`src/pdp_pkg.sv`:
```
// Constants, register map and lookup tables of the playback digital path.
// Assumes a 100 MHz ref_clk and one playback sample per frame from the audio interface.
package pdp_pkg;
  // Register addresses of the control port.
  localparam logic [6:0] PDP_ADDR_POWER_ONE = 7'h03;
  localparam logic [6:0] PDP_ADDR_CONTROL = 7'h0A;
  localparam logic [6:0] PDP_ADDR_VOLUME = 7'h0B;
  localparam logic [6:0] PDP_ADDR_LIM_ONE = 7'h18;
  localparam logic [6:0] PDP_ADDR_LIM_TWO = 7'h19;
  // Field positions.
  localparam int PDP_ENABLE_BIT = 0;
  localparam int PDP_POLARITY_BIT = 0;
  localparam int PDP_AUTOMUTE_BIT = 2;
  localparam int PDP_SOFT_MUTE_BIT = 6;
  localparam int PDP_LIM_ENABLE_BIT = 8;
  localparam int PDP_DCY_LSB = 4;
  localparam int PDP_ATK_LSB = 0;
  localparam int PDP_LVL_LSB = 4;
  localparam int PDP_BOOST_LSB = 0;
  // Reset values.
  localparam logic [7:0] PDP_VOL_RESET = 8'hFF;
  localparam logic [3:0] PDP_DCY_RESET = 4'h3;
  localparam logic [3:0] PDP_ATK_RESET = 4'h2;
  localparam logic [2:0] PDP_LVL_RESET = 3'h0;
  localparam logic [3:0] PDP_BOOST_RESET = 4'h0;
  // Sample stream and auto mute.
  localparam logic [4:0] PDP_SAMPLE_LAST_BIT = 5'h17;
  localparam logic [10:0] PDP_ZERO_RUN = 11'h400;
  // Code limits; higher codes alias to these.
  localparam logic [3:0] PDP_BOOST_MAX = 4'hC;
  localparam logic [3:0] PDP_RATE_CODE_MAX = 4'hB;
  localparam logic [2:0] PDP_LVL_CODE_MAX = 3'h5;
  // Limiter attenuation: half-dB steps with 12 fraction bits, capped at 24 dB.
  localparam int PDP_LIM_FRAC_BITS = 12;
  localparam logic [17:0] PDP_LIM_ATT_MAX = 18'h30000;
  localparam longint PDP_LIM_ATK_TIME_NS = 94000;
  localparam longint PDP_LIM_DCY_TIME_NS = 750000;
  localparam longint PDP_REF_FS_HZ = 44100;
  localparam longint PDP_STEPS_PER_6DB = 12;
  localparam logic [17:0] PDP_LIM_ATK_RATE = 18'(PDP_STEPS_PER_6DB *
    (longint'(1) << PDP_LIM_FRAC_BITS) * 1000000000 / (PDP_LIM_ATK_TIME_NS * PDP_REF_FS_HZ));
  localparam logic [17:0] PDP_LIM_DCY_RATE = 18'(PDP_STEPS_PER_6DB *
    (longint'(1) << PDP_LIM_FRAC_BITS) * 1000000000 / (PDP_LIM_DCY_TIME_NS * PDP_REF_FS_HZ));
  // Gain index: half-dB attenuation plus 24 so that full boost stays non-negative.
  localparam logic [9:0] PDP_GAIN_OFFSET = 10'h117;
  localparam logic [9:0] PDP_STEPS_PER_SHIFT = 10'h00C;
  localparam logic [5:0] PDP_GAIN_SHIFT_BASE = 6'h0D;
  // Oversampling of the interpolator and modulator idle code.
  localparam int PDP_OSR_LOG2 = 6;
  localparam logic [6:0] PDP_OSR = 7'h40;
  localparam logic [4:0] PDP_DAC_MID = 5'h08;
  // Q15 mantissas of 10^(-k/40), one half-dB apart.
  localparam logic [15:0] PDP_MANT [12] = '{16'h8000, 16'h78D7, 16'h7215, 16'h6BB3,
    16'h65AD, 16'h5FFD, 16'h5A9E, 16'h558C, 16'h50C3, 16'h4C3F, 16'h47FB, 16'h43F4};
  // Full-scale magnitudes at -0.5, -1.5 ... -6.5 dB for the two limiter thresholds.
  localparam logic [23:0] PDP_LIM_THR [7] = '{24'h78D7F8, 24'h6BB2DC, 24'h5FFC86,
    24'h558C46, 24'h4C3E98, 24'h43F40E, 24'h3C8C99};
endpackage

```
`src/pdp_playback_path.sv`:
```
// Playback digital path: volume, soft mute, limiter, polarity, auto mute,
// interpolation and multi-bit sigma-delta modulation.
// Assumes oversample_tick pulses 64 times per sample period from the clock manager.
`timescale 1ns/100ps
`default_nettype none
module pdp_playback_path
  import pdp_pkg::*;
(
  // Clock and reset.
  input wire logic ref_clk,
  input wire logic reset,
  // Register port.
  input wire logic reg_write,
  input wire logic [6:0] reg_addr,
  input wire logic [8:0] reg_wdata,
  output logic [8:0] reg_rdata,
  // Audio interface.
  input wire logic frame_start,
  input wire logic bit_valid,
  input wire logic playback_serial_data,
  // Converter side.
  input wire logic oversample_tick,
  output logic [4:0] dac_level,
  output logic path_running,
  output logic zero_run_muted,
  output logic limiter_active
);
  logic playback_enable, output_polarity_invert, zero_run_mute_enable, soft_mute_bit;
  logic limiter_enable, rx_valid, a_valid, out_valid;
  logic [7:0] playback_volume_code, cur_vol;
  logic [3:0] limiter_decay_code, limiter_attack_code, limiter_boost_code;
  logic [2:0] limiter_threshold_code;
  logic [23:0] rx_sample, x_reg, out_sample;
  logic [10:0] zero_cnt;
  logic [17:0] lim_att;
  logic [29:0] interp, interp_step;
  logic [6:0] step_cnt;
  logic [19:0] sd_err;

  // Register writes; all fields come up in their documented reset state.
  always_ff @(posedge ref_clk) begin
    if (reset) begin
      playback_enable <= 1'b0;
      output_polarity_invert <= 1'b0;
      zero_run_mute_enable <= 1'b0;
      soft_mute_bit <= 1'b0;
      playback_volume_code <= PDP_VOL_RESET;
      limiter_enable <= 1'b0;
      limiter_decay_code <= PDP_DCY_RESET;
      limiter_attack_code <= PDP_ATK_RESET;
      limiter_threshold_code <= PDP_LVL_RESET;
      limiter_boost_code <= PDP_BOOST_RESET;
    end else if (reg_write) begin
      case (reg_addr)
        PDP_ADDR_POWER_ONE: playback_enable <= reg_wdata[PDP_ENABLE_BIT];
        PDP_ADDR_CONTROL: begin
          soft_mute_bit <= reg_wdata[PDP_SOFT_MUTE_BIT];
          zero_run_mute_enable <= reg_wdata[PDP_AUTOMUTE_BIT];
          output_polarity_invert <= reg_wdata[PDP_POLARITY_BIT];
        end
        PDP_ADDR_VOLUME: playback_volume_code <= reg_wdata[7:0];
        PDP_ADDR_LIM_ONE: begin
          limiter_enable <= reg_wdata[PDP_LIM_ENABLE_BIT];
          limiter_decay_code <= reg_wdata[PDP_DCY_LSB +: 4];
          limiter_attack_code <= reg_wdata[PDP_ATK_LSB +: 4];
        end
        PDP_ADDR_LIM_TWO: begin
          limiter_threshold_code <= reg_wdata[PDP_LVL_LSB +: 3];
          limiter_boost_code <= reg_wdata[PDP_BOOST_LSB +: 4];
        end
        default: ;
      endcase
    end
  end

  // Readback lags the address by one cycle; unmapped addresses read zero.
  always_ff @(posedge ref_clk) begin
    if (reset) begin
      reg_rdata <= 9'h000;
    end else begin
      case (reg_addr)
        PDP_ADDR_POWER_ONE: reg_rdata <= {8'h00, playback_enable};
        PDP_ADDR_CONTROL: reg_rdata <= {2'h0, soft_mute_bit, 3'h0, zero_run_mute_enable,
          1'b0, output_polarity_invert};
        PDP_ADDR_VOLUME: reg_rdata <= {1'b0, playback_volume_code};
        PDP_ADDR_LIM_ONE: reg_rdata <= {limiter_enable, limiter_decay_code,
          limiter_attack_code};
        PDP_ADDR_LIM_TWO: reg_rdata <= {2'h0, limiter_threshold_code, limiter_boost_code};
        default: reg_rdata <= 9'h000;
      endcase
    end
  end

  pdp_serial_rx u_rx (
    .ref_clk(ref_clk),
    .reset(reset),
    .enable(playback_enable),
    .frame_start(frame_start),
    .bit_valid(bit_valid),
    .playback_serial_data(playback_serial_data),
    .sample_valid(rx_valid),
    .sample(rx_sample)
  );

  // Stage A: capture the sample, step the soft mute ramp, count zero runs.
  always_ff @(posedge ref_clk) begin
    if (reset || !playback_enable) begin
      a_valid <= 1'b0;
      x_reg <= 24'h000000;
    end else begin
      a_valid <= rx_valid;
      if (rx_valid) begin
        x_reg <= rx_sample;
      end
    end
  end

  // One volume step per sample keeps the ramp click-free at any sample rate.
  always_ff @(posedge ref_clk) begin
    if (reset) begin
      cur_vol <= PDP_VOL_RESET;
    end else if (rx_valid && playback_enable) begin
      if (soft_mute_bit && cur_vol != 8'h00) begin
        cur_vol <= 8'(cur_vol - 8'h01);
      end else if (!soft_mute_bit && cur_vol < playback_volume_code) begin
        cur_vol <= 8'(cur_vol + 8'h01);
      end else if (!soft_mute_bit && cur_vol > playback_volume_code) begin
        cur_vol <= 8'(cur_vol - 8'h01);
      end
    end
  end

  // Zero-run detector; the mute applies to the 1024th zero sample itself.
  always_ff @(posedge ref_clk) begin
    if (reset || !playback_enable || !zero_run_mute_enable) begin
      zero_cnt <= 11'h000;
      zero_run_muted <= 1'b0;
    end else if (rx_valid) begin
      if (rx_sample != 24'h000000) begin
        zero_cnt <= 11'h000;
        zero_run_muted <= 1'b0;
      end else if (zero_cnt != PDP_ZERO_RUN) begin
        zero_cnt <= 11'(zero_cnt + 11'h001);
        zero_run_muted <= (11'(zero_cnt + 11'h001) == PDP_ZERO_RUN);
      end
    end
  end

  // Gain from volume, limiter reduction and boost, all in half-dB steps.
  logic [3:0] boost_eff;
  logic [9:0] gain_att, gain_shift_w, gain_frac_w;
  logic [5:0] shamt;
  logic signed [40:0] prod, scaled;
  logic [23:0] y_sat, y_mag, y_pol;
  assign boost_eff = (limiter_boost_code > PDP_BOOST_MAX) ? PDP_BOOST_MAX
    : limiter_boost_code;
  assign gain_att = PDP_GAIN_OFFSET - {2'h0, cur_vol} + {4'h0, lim_att[17:12]}
    - {5'h00, boost_eff, 1'b0};
  assign gain_shift_w = gain_att / PDP_STEPS_PER_SHIFT;
  assign gain_frac_w = gain_att % PDP_STEPS_PER_SHIFT;
  assign shamt = 6'(PDP_GAIN_SHIFT_BASE + gain_shift_w[5:0]);
  assign prod = $signed(x_reg) * $signed({1'b0, PDP_MANT[gain_frac_w[3:0]]});
  assign scaled = prod >>> shamt;
  assign y_sat = (scaled[40:23] == {18{scaled[40]}}) ? scaled[23:0]
    : (scaled[40] ? 24'h800000 : 24'h7FFFFF);
  assign y_mag = y_sat[23] ? 24'(~y_sat + 24'h000001) : y_sat;
  // Negating full negative scale would wrap, so it saturates instead.
  assign y_pol = !output_polarity_invert ? y_sat
    : ((y_sat == 24'h800000) ? 24'h7FFFFF : 24'(~y_sat + 24'h000001));

  // Stage B: processed sample, muted on code zero or a long zero run.
  always_ff @(posedge ref_clk) begin
    if (reset || !playback_enable) begin
      out_valid <= 1'b0;
      out_sample <= 24'h000000;
    end else begin
      out_valid <= a_valid;
      if (a_valid) begin
        out_sample <= (cur_vol == 8'h00 || zero_run_muted) ? 24'h000000 : y_pol;
      end
    end
  end

  // Limiter: attack above the upper threshold, decay below the lower, hold between.
  logic [2:0] lvl_eff;
  logic [3:0] atk_eff, dcy_eff;
  logic [17:0] atk_step, dcy_step;
  logic [18:0] att_up;
  logic above_upper, below_lower;
  assign lvl_eff = (limiter_threshold_code > PDP_LVL_CODE_MAX) ? PDP_LVL_CODE_MAX
    : limiter_threshold_code;
  assign above_upper = y_mag > PDP_LIM_THR[lvl_eff];
  assign below_lower = y_mag < PDP_LIM_THR[3'(lvl_eff + 3'h1)];
  assign atk_eff = (limiter_attack_code > PDP_RATE_CODE_MAX) ? PDP_RATE_CODE_MAX
    : limiter_attack_code;
  assign dcy_eff = (limiter_decay_code > PDP_RATE_CODE_MAX) ? PDP_RATE_CODE_MAX
    : limiter_decay_code;
  assign atk_step = PDP_LIM_ATK_RATE >> atk_eff;
  // The slowest decay codes shift the rate to nothing; one LSB keeps the gain recovering.
  assign dcy_step = ((PDP_LIM_DCY_RATE >> dcy_eff) == 18'h00000) ? 18'h00001
    : (PDP_LIM_DCY_RATE >> dcy_eff);
  assign att_up = {1'b0, lim_att} + {1'b0, atk_step};

  always_ff @(posedge ref_clk) begin
    if (reset || !playback_enable || !limiter_enable) begin
      lim_att <= 18'h00000;
    end else if (a_valid) begin
      if (above_upper) begin
        lim_att <= (att_up > {1'b0, PDP_LIM_ATT_MAX}) ? PDP_LIM_ATT_MAX
          : att_up[17:0];
      end else if (below_lower) begin
        lim_att <= (lim_att > dcy_step) ? 18'(lim_att - dcy_step) : 18'h00000;
      end
    end
  end

  // Status flag trails the limiter state by one cycle.
  always_ff @(posedge ref_clk) begin
    if (reset) begin
      limiter_active <= 1'b0;
      path_running <= 1'b0;
    end else begin
      limiter_active <= (lim_att != 18'h00000);
      path_running <= playback_enable;
    end
  end

  // Linear interpolation over 64 ticks; the last tick lands exactly on the target.
  logic [29:0] interp_delta;
  assign interp_delta = 30'($signed({out_sample, 6'h00} - interp) >>> PDP_OSR_LOG2);
  always_ff @(posedge ref_clk) begin
    if (reset || !playback_enable) begin
      interp <= 30'h00000000;
      interp_step <= 30'h00000000;
      step_cnt <= 7'h00;
    end else if (out_valid) begin
      interp_step <= interp_delta;
      step_cnt <= PDP_OSR;
    end else if (oversample_tick && step_cnt != 7'h00) begin
      interp <= (step_cnt == 7'h01) ? {out_sample, 6'h00} : 30'(interp + interp_step);
      step_cnt <= 7'(step_cnt - 7'h01);
    end
  end

  // First-order error feedback in offset binary gives 17 output levels.
  logic [24:0] sd_sum;
  assign sd_sum = {1'b0, interp[29:6] ^ 24'h800000} + {5'h00, sd_err};
  always_ff @(posedge ref_clk) begin
    if (reset || !playback_enable) begin
      dac_level <= PDP_DAC_MID;
      sd_err <= 20'h00000;
    end else if (oversample_tick) begin
      dac_level <= sd_sum[24:20];
      sd_err <= sd_sum[19:0];
    end
  end

  a_disabled_idle: assert property (@(posedge ref_clk) disable iff (reset)
    !playback_enable |=> dac_level == PDP_DAC_MID && !out_valid)
    else $error("path active while disabled");
  a_vol_zero_mute: assert property (@(posedge ref_clk) disable iff (reset)
    playback_enable && a_valid && cur_vol == 8'h00 |=> out_sample == 24'h000000)
    else $error("volume code zero did not mute");
  a_soft_ramp_down: assert property (@(posedge ref_clk) disable iff (reset)
    rx_valid && playback_enable && soft_mute_bit && cur_vol != 8'h00
    |=> cur_vol == 8'($past(cur_vol) - 8'h01))
    else $error("soft mute did not step down by one");
  a_zero_run_mute: assert property (@(posedge ref_clk) disable iff (reset)
    rx_valid && playback_enable && zero_run_mute_enable && rx_sample == 24'h000000
    && zero_cnt == 11'h3FF ##1 zero_run_mute_enable && playback_enable |-> zero_run_muted)
    else $error("no mute after 1024 zeros");
  a_zero_run_release: assert property (@(posedge ref_clk) disable iff (reset)
    rx_valid && rx_sample != 24'h000000 |=> !zero_run_muted && zero_cnt == 11'h000)
    else $error("nonzero sample did not release mute");
  a_automute_off: assert property (@(posedge ref_clk) disable iff (reset)
    !zero_run_mute_enable |=> !zero_run_muted && zero_cnt == 11'h000)
    else $error("auto mute acted while disabled");
  a_limiter_off: assert property (@(posedge ref_clk) disable iff (reset)
    !limiter_enable |=> lim_att == 18'h00000)
    else $error("limiter reduced gain while disabled");
  a_limiter_attack: assert property (@(posedge ref_clk) disable iff (reset)
    playback_enable && limiter_enable && a_valid && above_upper
    && lim_att < PDP_LIM_ATT_MAX ##1 limiter_enable && playback_enable
    |-> lim_att > $past(lim_att)) else $error("limiter did not attack");
  a_limiter_decay: assert property (@(posedge ref_clk) disable iff (reset)
    playback_enable && limiter_enable && a_valid && below_lower && lim_att != 18'h00000
    ##1 limiter_enable && playback_enable |-> lim_att < $past(lim_att))
    else $error("limiter did not decay");
  c_limiter_engaged: cover property (@(posedge ref_clk) disable iff (reset)
    limiter_enable && a_valid && above_upper);
  c_zero_run_muted: cover property (@(posedge ref_clk) disable iff (reset)
    $rose(zero_run_muted));
  c_soft_mute_done: cover property (@(posedge ref_clk) disable iff (reset)
    soft_mute_bit && cur_vol == 8'h00);
endmodule
`default_nettype wire

```
`src/pdp_serial_rx.sv`:
```
// Serial sample receiver: shifts 24 bits MSB first into one playback sample.
// Assumes bit strobes and frame marks are synchronous to ref_clk.
`timescale 1ns/100ps
`default_nettype none
module pdp_serial_rx
  import pdp_pkg::*;
(
  // Clock and reset.
  input wire logic ref_clk,
  input wire logic reset,
  // Path enable.
  input wire logic enable,
  // Serial input.
  input wire logic frame_start,
  input wire logic bit_valid,
  input wire logic playback_serial_data,
  // Parallel sample.
  output logic sample_valid,
  output logic [23:0] sample
);
  logic [4:0] bit_cnt;
  logic in_word;
  logic [23:0] shift;

  // Shift bits until 24 are in; bits past the word wait for the next frame mark.
  always_ff @(posedge ref_clk) begin
    if (reset || !enable) begin
      bit_cnt <= 5'h00;
      in_word <= 1'b0;
      shift <= 24'h000000;
      sample_valid <= 1'b0;
      sample <= 24'h000000;
    end else begin
      sample_valid <= 1'b0;
      if (bit_valid && (frame_start || in_word)) begin
        shift <= {shift[22:0], playback_serial_data};
        if (frame_start) begin
          bit_cnt <= 5'h01;
          in_word <= 1'b1;
        end else if (bit_cnt == PDP_SAMPLE_LAST_BIT) begin
          in_word <= 1'b0;
          sample_valid <= 1'b1;
          sample <= {shift[22:0], playback_serial_data};
        end else begin
          bit_cnt <= 5'(bit_cnt + 5'h01);
        end
      end
    end
  end

  a_rx_word_done: assert property (@(posedge ref_clk) disable iff (reset)
    enable && bit_valid && in_word && !frame_start && bit_cnt == PDP_SAMPLE_LAST_BIT
    |=> sample_valid) else $error("24th bit did not complete a sample");
endmodule
`default_nettype wire

```
`config.mk`:
```
export PLATFORM = sky130hd
export DESIGN_NAME = pdp_playback_path
export DESIGN_NICKNAME = d
export VERILOG_FILES = /design/src/pdp_pkg.sv /design/src/pdp_playback_path.sv /design/src/pdp_serial_rx.sv
export SDC_FILE = /design/constraint.sdc
export NUM_CORES = 2
export LEC_CHECK = 0
export ABC_AREA = 1
export BUFFER_PORTS_ARGS = -buffer_cell sky130_fd_sc_hd__buf_4
export CAP_MARGIN = 40
export CORE_MARGIN = 4
export CORE_UTILIZATION = 60
export CTS_CLUSTER_DIAMETER = 120
export DETAILED_ROUTE_END_ITERATION = 8
export PLACE_DENSITY = 0.77
export SLEW_MARGIN = 20
export SYNTH_ARGS = -nofsm -noshare
export SYNTH_HDL_FRONTEND = slang
export SYNTH_SLANG_ARGS = --single-unit
```
`constraint.sdc`:
```
create_clock -name ref_clk -period 16.25 [get_ports ref_clk]
set_clock_uncertainty 0.05 [all_clocks]
set_input_delay 0 -clock ref_clk [delete_from_list [all_inputs] [get_ports ref_clk]]
set_output_delay 0 -clock ref_clk [all_outputs]
set_load 0.01 [all_outputs]
```
==> out/qor.txt <==
outcome - finished with violations
failing checks - design-rule violations
slowest cell on the critical path - fa_1
share of layout cells above drive strength 1 - 0.08235
max reg flops - 30
Max Slew Vio Count - 0
number of global-route vias before repair - 32210
Critical Path Source Type - register
DR vias/cell - 5.618
Layout area overhead - 10.23%
Worst Setup Slack, final - 0.6741 ns
die width - 253.0 um
num rows - 89
Area contributors post-synth - fa_1, dfxtp_1, nand2_1
Power Dens Cells - 48.90 nW/um2
P_leak - 19.02 nW
WL/cell - 16.84 um
Initial Util - 0.6077
drt total wl - 101.2 mm
antenna-violating nets left - 0
DR pass1 iterations - 8
Hold Vio Cnt, Final - 0
GR Overflow Total - 0
RSZ-0062 raised after global routing - true
Tcrit/Tclk final - 0.9585
sequential area share after synthesis - 0.1485
WHS Endpoint - reg_rdata[7]
critical path type - reg -> reg
H-tree level count - 1
flops & latches, synth - 267
Die Span Y - 253.0 um
DRC errors left - 1
Reg2Reg Depth - 102
latest clock arrival within the worst-skew pair - 0.59 ns
Critical Path End Type - register
top post-synthesis cells by count - nand2_1, inv_1, nor2_1, fa_1, a21oi_1
Top FF cell, synth - dfxtp_1
IO buf count - 39
TritonCTS Buffers - 31
Synth top area share - 0.2146
Crit path largest cell delay - 0.61 ns
clock root buffer - clkbuf_16
dpl ws - -0.4839 ns
DR vias - 33750
Async SR Flop Fraction - 0
nets - 5923
Worst VDD drop - 0.00007720 V
core region area - 59240 um2
Top reg by flops - interp
Crit path top cell by count - nand2_1
All-Layer GR Usage - 0.3053
maximum clock frequency - 64.20 MHz
HP Class - in -> reg
Max FO, Critical Path - 9
Post-Syn Area per Cell - 6.952 um2
Max Cap Viol - 0
synthesized area - 36000 um2
post-DP HPWL - 78.27 mm
1st-iter DRT viols - 2945
final setup violation count - 0
Crit Reg-Reg Endpoint - lim_att[3]
Placer Congestion - 1.019
number of synthesized flops with an enable pin - 0
Required @ worst endpoint - 16.69 ns
R2R Setup Slk - 0.67 ns
I/O pin total - 40
most common cell in the synthesized netlist - nand2_1
Hold Slack - 0.06864 ns
maximum number of pins on one net before global-route repair - 63
Slew headroom - 0.4170
Synth area leader - fa_1
global-route wire length before repair - 161.3 mm
Distinct cells, synth - 67
Max clock buf depth - 3
initial antenna violation count - 1
Die ar. - 63990 um2
CTS sink count - 267
worst slew pin tran - 0.8713 ns
CTS tree - built
HP Start - reg_addr[6]
ANT cells - 0
Ys Warns - 0
crit path DAT - 16.01 ns
clock edge transition at the registers on the reported setup and hold paths - 0.06 ns
Hold Path Stages - 6
Filler cells - 5180
Crit Reg-Reg Startpoint - limiter_boost_code[3]
fin crit period - 15.58 ns
Syn Inst Count - 5179
## cell type report
type,count,area (um2),share of cell area
flip-flops and latches,267,5348,0.1348
well taps,773,967.2,0.02437
clock inverters,14,260.3,0.006558
clock buffers,41,853.3,0.02150
inverters,1000,3774,0.09509
multi-input cells,3727,26880,0.6772
repair buffers,185,1607,0.04048
## placed cells by master, fill, tap and decap left out, types with 17 or more instances in the layout
master,instances
xnor2_1,33
o21bai_1,31
o21ai_0,267
inv_2,28
xor2_1,111
nand3_1,262
nor2_1,507
inv_1,954
o21ai_1,40
dfxtp_1,265
nor3_1,32
fa_1,382
nand2_1,1057
o22ai_1,26
nand4_1,57
nand3_2,19
o211ai_1,43
a21oi_2,17
nor2_2,18
nand2_2,35
ha_1,284
dlygate4sd3_1,27
buf_4,140
clkbuf_16,32
a21oi_1,300
## per-layer routing
metal  routed length, um  global-route usage  share of wire  vias up
met1               42990              0.4190           0.42    15800
li1                    -                   -              -    16310
met4                3203             0.08101          0.032        2
met5                  18                   0        0.00018        -
met2               45900              0.4974           0.45     1392
met3                9052             0.06101          0.089      249
## power breakdown
group          leakage [nW]  total [mW]  internal [mW]  switching (mW)
logic                  16.3       0.522          0.174           0.348
registers              2.15       0.655          0.655        0.000378
clock network         0.538       0.763          0.467           0.296
## metrics by stage
| stage | utilization | instances | power (mW) | setup TNS, ns | cell area [um2] |
|---|---|---|---|---|---|
| 2_1_floorplan | - | 5180 | 0.9906 | 0 | 36010 |
| 3_3_place_gp | 0.6245 | 5877 | 1.115 | -1.600 | 37000 |
| 3_5_place_dp | 0.6255 | 5881 | 1.119 | -8.179 | 37050 |
| 4_1_cts | 0.6493 | 5963 | 1.891 | 0 | 38460 |
| 5_1_grt | 0.6699 | 6007 | 2.030 | -4.217 | 39680 |
| 6_report | 0.6699 | 6007 | 1.941 | 0 | 39680 |
## repair_timing
action	CTS	global route
hold endpoints to repair	94	0
resized for setup	7	201
setup endpoints to repair	18	42
buffers inserted	0	39
pin swaps	0	30
hold buffers	27	0
cloned	0	4
## logic make-up (layout without fill, tap and decap cells)
family,Yosys count,in the layout,share of synthesized area
compound gates,820,820,0.1263
simple gates,2061,2064,0.2399
buf+inv,1189,1240,0.1279
mux,2,2,0.0005561
flops,267,267,0.1485
fa+ha+maj,688,688,0.3196
other cells,1,2,0.0001042
xor+xnor,151,151,0.03715
## worst max path at each step
stage                     startpoint  cells after the start           to
3_5_place_dp   limiter_boost_code[3]                     95   lim_att[6]
4_1_cts        limiter_boost_code[3]                     99   lim_att[4]
3_3_place_gp   limiter_boost_code[3]                     92  lim_att[10]
5_1_grt        limiter_boost_code[3]                    105  lim_att[13]
2_1_floorplan            lim_att[14]                    100  lim_att[14]
6_report       limiter_boost_code[3]                    102   lim_att[3]
## worst max-delay path, delay by kind of cell, from the launching register on
family                   cells  cell delay, ns
adder cells (fa/ha/maj)     13            5.22
XOR/XNOR                     3            0.57
AND/OR/NAND/NOR             60            6.30
flip-flops                   1            0.33
buffers and inverters       20            2.07
AO/OA/AOI/OAI                6            0.88
(Power assumes the default switching activity.)
